`src/card_host_pkg.sv`:
```
// Shared constants and types for the card socket host controller
package card_host_pkg;

	// Clock rate and bus cycle times
	localparam int          CLK_MHZ    = 50;
	localparam int          SETUP_NS   = 30;
	localparam int          STROBE_NS  = 150;
	localparam int          HOLD_NS    = 20;
	// Least times round up to whole cycles
	localparam logic [3:0]  SETUP_CYC  = 4'((SETUP_NS * CLK_MHZ + 999) / 1000);
	localparam logic [3:0]  STROBE_CYC = 4'((STROBE_NS * CLK_MHZ + 999) / 1000);
	localparam logic [3:0]  HOLD_CYC   = 4'((HOLD_NS * CLK_MHZ + 999) / 1000);

	// Interface modes
	localparam logic [1:0]  MODE_MEM   = 2'h0;
	localparam logic [1:0]  MODE_IO    = 2'h1;
	localparam logic [1:0]  MODE_TF    = 2'h2;

	// Register byte offsets
	localparam logic [7:0]  OFS_CTRL   = 8'h00;
	localparam logic [7:0]  OFS_ADDR   = 8'h04;
	localparam logic [7:0]  OFS_WDATA  = 8'h08;
	localparam logic [7:0]  OFS_RDATA  = 8'h0c;
	localparam logic [7:0]  OFS_CMD    = 8'h10;
	localparam logic [7:0]  OFS_STATUS = 8'h14;
	localparam logic [7:0]  OFS_ISTAT  = 8'h18;
	localparam logic [7:0]  OFS_IMASK  = 8'h1c;

	// Control register fields
	localparam int          CTL_MODE   = 0;
	localparam int          CTL_ATTR   = 2;
	localparam int          CTL_WIDE   = 3;
	localparam int          CTL_DMA    = 4;
	localparam int          CTL_RESET  = 5;
	localparam int          CTL_CABLE_SELECT_N   = 6;
	localparam int          CTL_CBLK   = 7;
	localparam int          CTL_STSEN  = 8;
	localparam int          CTL_PASS_DIAGNOSTIC_N  = 9;
	localparam int          CTL_BITS   = 10;
	localparam logic [9:0]  CTRL_RST   = 10'h000;

	// Command register fields
	localparam int          CMD_GO     = 0;
	localparam int          CMD_WRITE  = 1;
	localparam int          CMD_IO     = 2;

	// Interrupt events
	localparam int          EV_DONE    = 0;
	localparam int          EV_STATUS_CHANGED_N  = 1;
	localparam int          EV_CARDIRQ = 2;
	localparam int          EV_BATT    = 3;
	localparam int          EV_BITS    = 4;

	localparam logic [1:0]  RESP_OKAY  = 2'h0;
	localparam logic [1:0]  RESP_SLV   = 2'h2;

	typedef enum logic [1:0] {
		ST_IDLE   = 2'b00,
		ST_SETUP  = 2'b01,
		ST_STROBE = 2'b10,
		ST_HOLD   = 2'b11
	} cyc_state_type;

endpackage : card_host_pkg

```
`src/card_host_port.sv`:
```
// Host controller driving a removable card socket in memory, I/O or task-file mode
`timescale 1ns/1ps
module card_host_port (
	input  wire logic        i_clk,
	input  wire logic        i_rstn,
	// AXI4-Lite register port
	input  wire logic [7:0]  i_awaddr,
	input  wire logic        i_awvalid,
	output logic             o_awready,
	input  wire logic [31:0] i_wdata,
	input  wire logic [3:0]  i_wstrb,
	input  wire logic        i_wvalid,
	output logic             o_wready,
	output logic [1:0]       o_bresp,
	output logic             o_bvalid,
	input  wire logic        i_bready,
	input  wire logic [7:0]  i_araddr,
	input  wire logic        i_arvalid,
	output logic             o_arready,
	output logic [31:0]      o_rdata,
	output logic [1:0]       o_rresp,
	output logic             o_rvalid,
	input  wire logic        i_rready,
	output logic             o_irq,
	// Socket pins
	output logic [10:0]      o_addr,
	output logic             o_card_enable_n,
	output logic             o_card_enable_odd_n,
	output logic             o_oe_n,
	output logic             o_we_n,
	output logic             o_iord_n,
	output logic             o_iowr_n,
	output logic             o_reg_n,
	output logic             o_card_reset,
	output logic             o_cable_select_n,
	output logic             o_cable_select_oe,
	output logic [15:0]      o_data,
	output logic [1:0]       o_data_oe,
	input  wire logic [15:0] i_data,
	input  wire logic        i_ready_irq,
	input  wire logic        i_wait_n,
	input  wire logic        i_battery_detect_second,
	input  wire logic        i_shared_status,
	output logic             o_pass_diagnostic_n,
	output logic             o_pass_diagnostic_oe
);
	import card_host_pkg::*;

	logic [1:0]           rst_sync_r;
	logic                 rst_n;
	logic [CTL_BITS-1:0]  ctrl_r;
	logic [10:0]          addr_r;
	logic [15:0]          wdata_r;
	logic                 cyc_write_r, cyc_io_r;
	logic [EV_BITS-1:0]   istat_r, imask_r, ev_set;
	logic                 aw_got_r, w_got_r;
	logic [7:0]           awaddr_r;
	logic [31:0]          wbuf_r;
	logic [3:0]           wstrb_r;
	logic                 wr_do, start;
	logic                 sel, strobe, busy, done;
	logic [15:0]          rdata;
	logic                 tf, io_mode, dma_on, wide, task_file_select_n, control_block_select_n;
	logic                 status_changed_n, status_changed_n_r, cirq_r, card_irq;
	logic [31:0]          rd_mux;
	logic                 rd_hit;

	// Reset release through two flops
	always_ff @(posedge i_clk or negedge i_rstn) begin
		if (!i_rstn) rst_sync_r <= 2'b00;
		else rst_sync_r <= {rst_sync_r[0], 1'b1};
	end
	assign rst_n = rst_sync_r[1];

	// Write channel capture; address and data may come in either order
	assign o_awready = !aw_got_r && !o_bvalid;
	assign o_wready  = !w_got_r && !o_bvalid;
	assign wr_do     = aw_got_r && w_got_r;
	always_ff @(posedge i_clk or negedge rst_n) begin
		if (!rst_n) begin
			aw_got_r <= 1'b0;
			w_got_r  <= 1'b0;
			awaddr_r <= 8'h00;
			wbuf_r   <= 32'h0000_0000;
			wstrb_r  <= 4'h0;
			o_bvalid <= 1'b0;
			o_bresp  <= RESP_OKAY;
		end else begin
			if (i_awvalid && o_awready) begin
				aw_got_r <= 1'b1;
				awaddr_r <= i_awaddr;
			end
			if (i_wvalid && o_wready) begin
				w_got_r <= 1'b1;
				wbuf_r  <= i_wdata;
				wstrb_r <= i_wstrb; // Kept with the data; the master may drop strobes once taken
			end
			if (wr_do) begin
				aw_got_r <= 1'b0;
				w_got_r  <= 1'b0;
				o_bvalid <= 1'b1;
				o_bresp  <= (awaddr_r[7:2] <= OFS_IMASK[7:2] && awaddr_r != OFS_RDATA
					&& awaddr_r != OFS_STATUS && awaddr_r[1:0] == 2'b00) ? RESP_OKAY : RESP_SLV;
			end else if (o_bvalid && i_bready) o_bvalid <= 1'b0;
		end
	end

	// Control, address and data registers; only the low byte lanes are used
	always_ff @(posedge i_clk or negedge rst_n) begin
		if (!rst_n) begin
			ctrl_r  <= CTRL_RST;
			addr_r  <= 11'h000;
			wdata_r <= 16'h0000;
			imask_r <= 4'h0;
		end else if (wr_do) begin
			case (awaddr_r)
				OFS_CTRL: begin
					if (wstrb_r[0] || wstrb_r[1]) ctrl_r <= wbuf_r[CTL_BITS-1:0];
				end
				OFS_ADDR:  addr_r  <= wbuf_r[10:0];
				OFS_WDATA: wdata_r <= wbuf_r[15:0];
				OFS_IMASK: imask_r <= wbuf_r[EV_BITS-1:0];
				default: ;
			endcase
		end
	end

	// Command accepted only when the engine is idle; otherwise ignored
	assign start = wr_do && awaddr_r == OFS_CMD && wbuf_r[CMD_GO] && !busy;
	always_ff @(posedge i_clk or negedge rst_n) begin
		if (!rst_n) begin
			cyc_write_r <= 1'b0;
			cyc_io_r    <= 1'b0;
		end else if (start) begin
			cyc_write_r <= wbuf_r[CMD_WRITE];
			cyc_io_r    <= wbuf_r[CMD_IO] || tf; // Task file is always reached by I/O strobes
		end
	end

	card_cycle_engine i_card_cycle_engine (
		.i_clk    (i_clk),
		.i_rstn   (rst_n),
		.i_start  (start),
		.i_wait_n (i_wait_n),
		.i_data   (i_data),
		.o_select (sel),
		.o_strobe (strobe),
		.o_busy   (busy),
		.o_done   (done),
		.o_rdata  (rdata)
	);

	// Mode-dependent pin routing
	assign tf      = ctrl_r[CTL_MODE+:2] == MODE_TF;
	assign io_mode = ctrl_r[CTL_MODE+:2] == MODE_IO;
	assign dma_on  = tf && ctrl_r[CTL_DMA];
	assign wide    = ctrl_r[CTL_WIDE] || dma_on;
	assign task_file_select_n     = !(sel && !dma_on && !ctrl_r[CTL_CBLK]);
	assign control_block_select_n = !(sel && !dma_on && ctrl_r[CTL_CBLK]);
	assign o_addr = tf ? {8'h00, addr_r[2:0]} : addr_r;
	assign o_card_enable_n     = tf ? task_file_select_n : !sel;
	assign o_card_enable_odd_n = tf ? control_block_select_n : !(sel && wide);
	assign o_oe_n   = tf ? 1'b0 : !(strobe && !cyc_write_r && !cyc_io_r); // Low selects task-file mode
	assign o_we_n   = tf ? 1'b1 : !(strobe && cyc_write_r && !cyc_io_r);
	assign o_iord_n = !(strobe && !cyc_write_r && cyc_io_r);
	assign o_iowr_n = !(strobe && cyc_write_r && cyc_io_r);
	assign o_reg_n  = tf ? !dma_on : !ctrl_r[CTL_ATTR];
	assign o_card_reset = tf ? !ctrl_r[CTL_RESET] : ctrl_r[CTL_RESET];
	// Master pulls cable select low, slave leaves it open; card modes drive A25 level
	assign o_cable_select_n  = tf ? 1'b0 : ctrl_r[CTL_CABLE_SELECT_N];
	assign o_cable_select_oe = tf ? !ctrl_r[CTL_CABLE_SELECT_N] : 1'b1;
	assign o_pass_diagnostic_n  = 1'b0;
	assign o_pass_diagnostic_oe = tf && ctrl_r[CTL_PASS_DIAGNOSTIC_N];
	assign status_changed_n = i_shared_status;
	assign card_irq = io_mode ? !i_ready_irq : (tf && i_ready_irq);

	// Data pins come from a register; upper byte stays off on an 8-bit bus
	always_ff @(posedge i_clk or negedge rst_n) begin
		if (!rst_n) begin
			o_data    <= 16'h0000;
			o_data_oe <= 2'b00;
		end else begin
			o_data    <= wdata_r;
			o_data_oe <= {start ? wbuf_r[CMD_WRITE] && wide : o_data_oe[1] && busy,
				start ? wbuf_r[CMD_WRITE] : o_data_oe[0] && busy};
		end
	end

	// Event detection on live pins, edges found against the sample registered the cycle before
	always_ff @(posedge i_clk or negedge rst_n) begin
		if (!rst_n) begin
			status_changed_n_r <= 1'b1;
			cirq_r   <= 1'b0;
		end else begin
			status_changed_n_r <= status_changed_n;
			cirq_r   <= card_irq;
		end
	end
	assign ev_set[EV_DONE]    = done;
	assign ev_set[EV_STATUS_CHANGED_N]  = io_mode && ctrl_r[CTL_STSEN] && status_changed_n_r && !status_changed_n;
	assign ev_set[EV_CARDIRQ] = card_irq && !cirq_r;
	// Both battery lines must read high in memory mode
	assign ev_set[EV_BATT]    = ctrl_r[CTL_MODE+:2] == MODE_MEM && !(i_shared_status && i_battery_detect_second);

	// Sticky status, write one to clear; a new event wins over its clear
	always_ff @(posedge i_clk or negedge rst_n) begin
		if (!rst_n) istat_r <= 4'h0;
		else if (wr_do && awaddr_r == OFS_ISTAT) istat_r <= (istat_r & ~wbuf_r[EV_BITS-1:0]) | ev_set;
		else istat_r <= istat_r | ev_set;
	end
	assign o_irq = |(istat_r & imask_r);

	// Read mux
	always_comb begin
		rd_mux = 32'h0000_0000;
		rd_hit = 1'b1;
		case (i_araddr)
			OFS_CTRL:   rd_mux[CTL_BITS-1:0] = ctrl_r;
			OFS_ADDR:   rd_mux[10:0] = addr_r;
			OFS_WDATA:  rd_mux[15:0] = wdata_r;
			OFS_RDATA:  rd_mux[15:0] = rdata;
			OFS_STATUS: rd_mux[5:0] = {tf && !ctrl_r[CTL_CABLE_SELECT_N], i_wait_n, i_battery_detect_second,
				i_shared_status, i_ready_irq, busy};
			OFS_ISTAT:  rd_mux[EV_BITS-1:0] = istat_r;
			OFS_IMASK:  rd_mux[EV_BITS-1:0] = imask_r;
			OFS_CMD:    rd_mux = 32'h0000_0000;
			default:    rd_hit = 1'b0;
		endcase
	end

	// Read channel; one read outstanding, answer the cycle after the address
	assign o_arready = !o_rvalid;
	always_ff @(posedge i_clk or negedge rst_n) begin
		if (!rst_n) begin
			o_rvalid <= 1'b0;
			o_rdata  <= 32'h0000_0000;
			o_rresp  <= RESP_OKAY;
		end else if (i_arvalid && o_arready) begin
			o_rvalid <= 1'b1;
			o_rdata  <= rd_mux;
			o_rresp  <= rd_hit ? RESP_OKAY : RESP_SLV;
		end else if (o_rvalid && i_rready) o_rvalid <= 1'b0;
	end
endmodule : card_host_port

```
`src/card_cycle_engine.sv`:
```
// Timed read/write strobe sequencer for one socket bus cycle
`timescale 1ns/1ps
module card_cycle_engine (
	input  wire logic        i_clk,
	input  wire logic        i_rstn,
	input  wire logic        i_start,
	input  wire logic        i_wait_n,
	input  wire logic [15:0] i_data,
	output logic             o_select,
	output logic             o_strobe,
	output logic             o_busy,
	output logic             o_done,
	output logic [15:0]      o_rdata
);
	import card_host_pkg::*;

	cyc_state_type state_r;
	logic [3:0]    cnt_r;

	assign o_select = (state_r != ST_IDLE);
	assign o_strobe = (state_r == ST_STROBE);
	assign o_busy   = o_select;

	// Phase sequencer; strobe stretches while the card holds wait low
	always_ff @(posedge i_clk or negedge i_rstn) begin
		if (!i_rstn) begin
			state_r <= ST_IDLE;
			cnt_r   <= 4'h0;
		end else begin
			case (state_r)
				ST_IDLE: begin
					if (i_start) begin
						state_r <= ST_SETUP;
						cnt_r   <= SETUP_CYC - 4'h1;
					end
				end
				ST_SETUP: begin
					if (cnt_r == 4'h0) begin
						state_r <= ST_STROBE;
						cnt_r   <= STROBE_CYC - 4'h1;
					end else cnt_r <= cnt_r - 4'h1;
				end
				ST_STROBE: begin
					if (cnt_r != 4'h0) cnt_r <= cnt_r - 4'h1;
					else if (i_wait_n) begin
						state_r <= ST_HOLD;
						cnt_r   <= HOLD_CYC - 4'h1;
					end
				end
				ST_HOLD: begin
					if (cnt_r == 4'h0) state_r <= ST_IDLE;
					else cnt_r <= cnt_r - 4'h1;
				end
				default: state_r <= ST_IDLE;
			endcase
		end
	end

	// Read data caught at the end of the strobe, done pulse on leaving hold
	always_ff @(posedge i_clk or negedge i_rstn) begin
		if (!i_rstn) begin
			o_rdata <= 16'h0000;
			o_done  <= 1'b0;
		end else begin
			if (state_r == ST_STROBE && cnt_r == 4'h0 && i_wait_n) o_rdata <= i_data;
			o_done <= (state_r == ST_HOLD) && (cnt_r == 4'h0);
		end
	end
endmodule : card_cycle_engine

```
`config.mk`:
```
export PLATFORM = sky130hd
export DESIGN_NAME = card_host_port
export DESIGN_NICKNAME = d
export VERILOG_FILES = /design/src/card_host_pkg.sv /design/src/card_host_port.sv /design/src/card_cycle_engine.sv
export SDC_FILE = /design/constraint.sdc
export NUM_CORES = 1
export LEC_CHECK = 0
export ABC_CLOCK_PERIOD_IN_PS = 4800
export BUFFER_PORTS_ARGS = -buffer_cell sky130_fd_sc_hd__buf_4
export CAP_MARGIN = 10
export CORE_UTILIZATION = 53
export DETAILED_ROUTE_END_ITERATION = 7
export GPL_ROUTABILITY_DRIVEN = 0
export PLACE_DENSITY = 0.84
export REMOVE_ABC_BUFFERS = 1
export SETUP_SLACK_MARGIN = 0.15
export SLEW_MARGIN = 20
export SYNTH_ARGS = -nofsm -noshare
export SYNTH_HDL_FRONTEND = slang
export SYNTH_SLANG_ARGS = --single-unit
```
`constraint.sdc`:
```
create_clock -name i_clk -period 4.8 [get_ports i_clk]
set_input_delay 0 -clock i_clk [delete_from_list [all_inputs] [get_ports i_clk]]
set_output_delay 0 -clock i_clk [all_outputs]
set_load 0.05 [all_outputs]
```
# Word level (Yosys, flattened, before mapping)
# Index checks and enable logic that the tools add are counted.
[classes] bitwise_logic=5 n_lt_le_gt_ge=1 eq_ne=26 n_addsub=1 n_reduce_logical=87 mux=41
[ops] op="8-bit by 5-bit == test with 1-bit output, second input constant" n=7
[ops] op="1-bit logical AND" n=41
[ops] op="4-bit case mux with 4 select lines" n=2
[ops] op="4-bit case mux with 7 select lines" n=1
[ops] op="8-bit by 4-bit == test with 1-bit output, second input constant" n=3
[ops] op="4-bit 2-to-1 mux" n=6
[ops] op="1-bit zero test" n=23
[ops] op="1-bit 2-to-1 mux" n=20
[ops] op="8-bit by 3-bit == test with 1-bit output, second input constant" n=2
[ops] op="8-bit zero test" n=2
[ops] op="2-bit 2-to-1 mux" n=7
[ops] op="11-bit 2-to-1 mux" n=1
[ops] op="2-bit case mux with 5 select lines" n=1
[ops] op="5-bit case mux with 2 select lines" n=1
[ops] op="2-bit nonzero test" n=5
[ops] op="4-bit bitwise AND" n=2
[ops] op="2-bit != test, second input constant" n=4
[ops] op="8-bit by 4-bit != test with 1-bit output, second input constant" n=1
[ops] op="8-bit by 5-bit != test with 1-bit output, second input constant" n=1
[ops] op="4-bit bitwise OR" n=2
[ops] op="2-bit case mux with 4 select lines" n=1
[ops] op="8-bit OR reduction" n=1
[ops] op="2-bit == test, second input constant" n=3
[ops] op="6-bit by 3-bit less-or-equal comparator with 1-bit output, second input constant" n=1
[ops] op="other kinds (14)" n=23
[word_totals] ff_bits=142 in_bits=79 word_cells=187

# Depth between registers and ports, before layout
[depth] word_depth=7 mapped_depth=7 depth_no_buf=6

# Hierarchy
# A second synthesis with hierarchy kept.
[unflattened] hier_cells=491 area_unflattened_um2=6362.4
[by_module_without_submodules] module="card_host_port" cells_each=401 seq_area_each_um2=2929.1 instances=1 area_each_um2=5196.2
[by_module_without_submodules] module="card_cycle_engine" cells_each=90 seq_area_each_um2=575.6 instances=1 area_each_um2=1166.1

# Least setup slack after synthesis
# OpenSTA, ideal clock, no wires.
[synth_timing] kind="register to register" start="register o_bvalid" end="register wbuf_r[10]" stages_incl_launch_ff=6 t_required_ps=4675 period_less_slack_ps=2595 slack_ps=2205 t_arrival_ps=2470 setup_ps=125 n_path_buf=2 path_cell_list="dfrtp_1 > nor2_1 > and2_1 > clkbuf_1 > buf_2 > mux2_2"
[synth_via] elab_chain_cells=3
[synth_lines] element="start: declaration" line_no="card_host_port.sv:15" rtl="output logic o_bvalid,"
[synth_lines] element="start signal: assignment" line_no="card_host_port.sv:86" rtl="o_bvalid <= 1'b0;"
[synth_lines] element="start signal: assignment" line_no="card_host_port.sv:101" rtl="o_bvalid <= 1'b1;"
[synth_lines] element="start signal: assignment" line_no="card_host_port.sv:104" rtl="end else if (o_bvalid && i_bready) o_bvalid <= 1'b0;"
[synth_lines] element="1-bit zero test" line_no="card_host_port.sv:77" rtl="assign o_wready = !w_got_r && !o_bvalid;"
[synth_lines] element="1-bit logical AND" line_no="card_host_port.sv:77"
[synth_lines] element="via o_wready" line_no="card_host_port.sv:13" rtl="output logic o_wready,"
[synth_lines] element="1-bit logical AND" line_no="card_host_port.sv:93" rtl="if (i_wvalid && o_wready) begin"
[synth_lines] element="end signal: assignment" line_no="card_host_port.sv:95" rtl="wbuf_r <= i_wdata;"
[synth_lines] element="end: declaration" line_no="card_host_port.sv:58" rtl="logic [31:0] wbuf_r;"
# The timed path passes the listed nets, and every way through them passes these cells.
# A chain may end at the register's enable or synchronous reset.

# Final worst setup path
[layout_timing] start="register i_card_cycle_engine.cnt_r[0]" end="register i_card_cycle_engine.o_rdata[3]"
[layout_via] elab_chain_cells=3
[layout_lines] element="start: declaration" line_no="card_cycle_engine.sv:18" rtl="logic [3:0] cnt_r;"
[layout_lines] element="start signal: assignment" line_no="card_cycle_engine.sv:34" rtl="cnt_r <= SETUP_CYC - 4'h1;"
[layout_lines] element="start signal: assignment" line_no="card_cycle_engine.sv:40" rtl="cnt_r <= STROBE_CYC - 4'h1;"
[layout_lines] element="start signal: assignment" line_no="card_cycle_engine.sv:41" rtl="end else cnt_r <= cnt_r - 4'h1;"
[layout_lines] element="4-bit zero test" line_no="card_cycle_engine.sv:65" rtl="if (state_r == ST_STROBE && cnt_r == 4'h0 && i_wait_n) o_rdata <= i_data;"
[layout_lines] element="1-bit logical AND (2 in a row)" line_no="card_cycle_engine.sv:65"
[layout_lines] element="end signal: assignment" line_no="card_cycle_engine.sv:65"
[layout_lines] element="end: declaration" line_no="card_cycle_engine.sv:13" rtl="output logic [15:0] o_rdata"
# Every way passes these cells.

==> flow_summary_export.csv <==
group,metric,value,unit
run_status,run_status,"finished clean",
clock_tree,ctsResizeCount,0,
global_routing,grt.overflow.total,0,
timing,max_freq,0.375,GHz
logic_synthesis,synth_simple_gate_area_share,9.63,%
finish,syn2layout_area_growth,32.8,%
floorplanning,core_area,11500,um2
timing,max-slew-margin-rel,27.3,%
logic_synthesis,main_combinational_cell_family_by_area_after_synthesis,"multiplexers",
power_and_ir_drop,power.density,540,nW/um2
timing,rsz0062_at_grt,"false",
logic_synthesis,synthCells,488,
clock_tree,clock_tree_from_tritoncts,"yes",
timing,fin_crit,2.67,ns
global_routing,grt_use_total,26.1,%
clock_tree,clock-sinks,140,
detailed_routing,drt_wl_total,15100,um
worst_setup_path,kind_of_end_point_of_the_critical_path,"flip-flop",
timing,slew_violations,0,
worst_setup_path,crit_required,5.10,ns
clock_tree,post_cts.repair.setup_buffers,0,
logic_synthesis,seq_cells_post_synth,140,
clock_tree,clock_insertion_delay_worst_skew,0.42,ns
run,max_cap_violations,0,
timing,final_min_period_over_clock_period,55.6,%
logic_synthesis,synth_compound_gate_area_share,7.55,%
timing,final.setup.tns,0,ns
detailed_routing,initialDrtViolationCount,217,
finish,layout-drive-gt1-share,40.4,%
logic_synthesis,avgSynthCellArea,12.8,um2
finish,layout.cells.most_common,"sky130_fd_sc_hd__dfrtp_1",
logic_synthesis,ys_dominant_reg_cell,"sky130_fd_sc_hd__dfrtp_1",
timing,timing.final.ws_setup,2.13,ns
detailed_routing,antenna_violating_nets_post_route,0,
global_routing,first_global_vias,4766,
min_path,holdPathStages,3,
detailed_routing,detail_route.vias_per_cell,5.59,
logic_synthesis,synth_xor_area_share,0.421,%
clock_tree,cts_hold_buffers,52,
floorplanning,placement_rows,39,
min_path,hold_class,"in -> reg",
worst_setup_path,reg2regPathDepth,5,
global_routing,wire_length_of_the_first_global_routing_pass,24700,um
logic_synthesis,synth.yosys.warnings,0,
global_routing,grt_start_max_net_pins,81,
min_path,timing.hold.worst_endpoint,"o_rdata[4]",
floorplanning,start_util,54.5,%
clock_tree,cts_buffers,17,
timing,setup_viol,0,
placement,port_buffers,124,
power_and_ir_drop,worst_voltage_drop_across_the_vdd_grid,0.000465,V
finish,most-common-layout-cells,"sky130_fd_sc_hd__dfrtp_1, sky130_fd_sc_hd__buf_4, sky130_fd_sc_hd__mux2_2",
timing,skew_final,0.0110,ns
detailed_routing,num_vias,4568,
clock_tree,h-tree-depth,4,
global_routing,grt_antenna_before_repair,0,
floorplanning,width_of_the_chip,111,um
finish,nets,745,
detailed_routing,firstDrtPassIters,4,
logic_synthesis,synth.distinct_cells,56,
clock_tree,cts_root_buffer,"sky130_fd_sc_hd__clkbuf_16",
logic_synthesis,synthesis.area,6250,um2
clock_tree,clkSlewWorstSetupHoldPaths,0.06,ns
logic_synthesis,edff_count_synth,0,
worst_setup_path,critical_path_arrival,2.97,ns
detailed_routing,wl_per_cell,18.4,um
worst_setup_path,cp_max_fo,16,
timing,max_slew.worst_pin.slew,1.08,ns
detailed_routing,remaining_drc_errors,0,
worst_setup_path,path_class,"reg -> reg",
min_path,worstHoldStart,"i_araddr[4]",
placement,dp.final_hpwl,9680,um
worst_setup_path,worstReg2RegEnd,"i_card_cycle_engine.o_rdata[3]",
floorplanning,io-pin-count,162,
timing,hold_violations,0,
placement,detailedPlace.worstSlack,2.16,ns
worst_setup_path,start_kind,"flip-flop",
logic_synthesis,synth-adder-area-share,1.00,%
power_and_ir_drop,static-leakage-power,4.01,nW
worst_setup_path,crit-reg2reg-launch,"i_card_cycle_engine.cnt_r[0]",
finish,n_antenna_cell,0,
floorplanning,die_h,111,um
logic_synthesis,post_synth_mux_area_share,20.2,%
floorplanning,die_area,12200,um2
worst_setup_path,reg2reg_slack,2.13,ns
logic_synthesis,sequential_area_share_after_synthesis,56.1,%
logic_synthesis,async_flop_share,100,%
clock_tree,cts_max_path_buffers,2,
==> synthesized netlist by cell type, types with 2 or more instances <==
library cell,number,area share [%]
sky130_fd_sc_hd__a211oi_1,4,0.48
sky130_fd_sc_hd__a21o_1,6,0.72
sky130_fd_sc_hd__a21oi_1,3,0.24
sky130_fd_sc_hd__a221oi_1,2,0.28
sky130_fd_sc_hd__a22o_1,3,0.42
sky130_fd_sc_hd__a22oi_1,7,0.84
sky130_fd_sc_hd__a31o_2,2,0.28
sky130_fd_sc_hd__a31oi_1,3,0.30
sky130_fd_sc_hd__a32oi_1,3,0.42
sky130_fd_sc_hd__and2_1,13,1.3
sky130_fd_sc_hd__and3_1,4,0.40
sky130_fd_sc_hd__and3b_1,2,0.28
sky130_fd_sc_hd__and4_1,2,0.28
sky130_fd_sc_hd__buf_1,2,0.12
sky130_fd_sc_hd__buf_2,6,0.48
sky130_fd_sc_hd__buf_4,22,2.6
sky130_fd_sc_hd__clkbuf_1,12,0.72
sky130_fd_sc_hd__conb_1,2,0.12
sky130_fd_sc_hd__dfrtp_1,139,56
sky130_fd_sc_hd__ha_1,5,1.0
sky130_fd_sc_hd__inv_1,14,0.84
sky130_fd_sc_hd__mux2_2,93,17
sky130_fd_sc_hd__mux2i_1,8,1.3
sky130_fd_sc_hd__mux4_2,6,2.2
sky130_fd_sc_hd__nand2_1,33,2.0
sky130_fd_sc_hd__nand2b_1,5,0.50
sky130_fd_sc_hd__nand3_1,5,0.40
sky130_fd_sc_hd__nand4_1,3,0.30
sky130_fd_sc_hd__nor2_1,10,0.60
sky130_fd_sc_hd__nor2b_1,6,0.60
sky130_fd_sc_hd__nor3_1,5,0.40
sky130_fd_sc_hd__nor3b_1,3,0.36
sky130_fd_sc_hd__nor4_1,2,0.20
sky130_fd_sc_hd__o21ai_0,28,2.2
sky130_fd_sc_hd__or3b_2,2,0.28
sky130_fd_sc_hd__or4_4,2,0.36
sky130_fd_sc_hd__xor2_1,2,0.28
==> how the worst max path moves through the flow <==
stage | from | to | slack (ns)
2_1_floorplan | rst_sync_r[1] | addr_r[0] | 0.61
3_3_place_gp | i_card_cycle_engine.cnt_r[0] | i_card_cycle_engine.o_rdata[6] | 2.27
3_5_place_dp | i_card_cycle_engine.cnt_r[0] | i_card_cycle_engine.o_rdata[3] | 2.16
4_1_cts | i_card_cycle_engine.cnt_r[0] | i_card_cycle_engine.o_rdata[3] | 2.13
5_1_grt | i_card_cycle_engine.cnt_r[0] | i_card_cycle_engine.o_rdata[1] | 1.90
6_report | i_card_cycle_engine.cnt_r[0] | i_card_cycle_engine.o_rdata[3] | 2.13
==> layout make-up <==
cell class,count,area (um2)
tap,143,179
timing repair buffer,179,1490
clock buffer,19,453
fill,736,3170
multi-input combinational,309,2500
clock inverter,13,109
inverter,14,52.6
sequential,140,3510
==> flip-flops by register name, indices dropped and copies added, names as in the netlist, 8 cells and up <==
register,count
o_rdata,16
o_data,16
addr_r,11
wbuf_r,16
i_card_cycle_engine.o_rdata,16
ctrl_r,10
awaddr_r,8
wdata_r,16
==> critical path: stages, from the launching register on <==
cell and delay [ns]:
sky130_fd_sc_hd__dfrtp_1 0.41, sky130_fd_sc_hd__inv_1 0.10, sky130_fd_sc_hd__ha_1 0.21, sky130_fd_sc_hd__nor3b_1 0.47, sky130_fd_sc_hd__and3_1 0.91, sky130_fd_sc_hd__mux2_2 0.43
==> power by group <==
| group | switching, mW | internal (mW) |
|---|---|---|
| Sequential | 0.295 | 1.51 |
| Combinational | 0.816 | 0.629 |
| Clock | 0.526 | 0.699 |
==> stage by stage <==
stage               utilization [%]  instances  hold WS [ns]  power (mW)  area [um2]
finish                         72.3        817        0.0694        4.48        8300
global route                   72.3        817        0.0925        4.69        8300
CTS                            72.1        816        0.0486        4.48        8270
detailed placement             62.7        732        -0.215        3.21        7190
global placement               62.7        732        -0.217        3.13        7190
floorplan                         -        463        -0.296        2.77        6060
==> per-layer routing <==
metal	global-route usage [%]	up-vias	part of all wire (%)
met5	0	-	0
met4	11.3	0	2.2
met3	6.97	24	5.7
met2	42.4	186	51
met1	33.2	2305	41
li1	-	2053	-
==> cell families (layout without fill, tap and decap cells) <==
family | count (synthesis) | in the layout
adder cells (fa/ha/maj) | 5 | 5
AO/OA/AOI/OAI | 70 | 70
flip-flops | 140 | 140
XOR/XNOR | 3 | 3
other | 2 | 20
multiplexers | 107 | 107
buffers and inverters | 57 | 225
AND/OR/NAND/NOR | 104 | 104
Note: power is estimated with default switching activity, not from simulation.
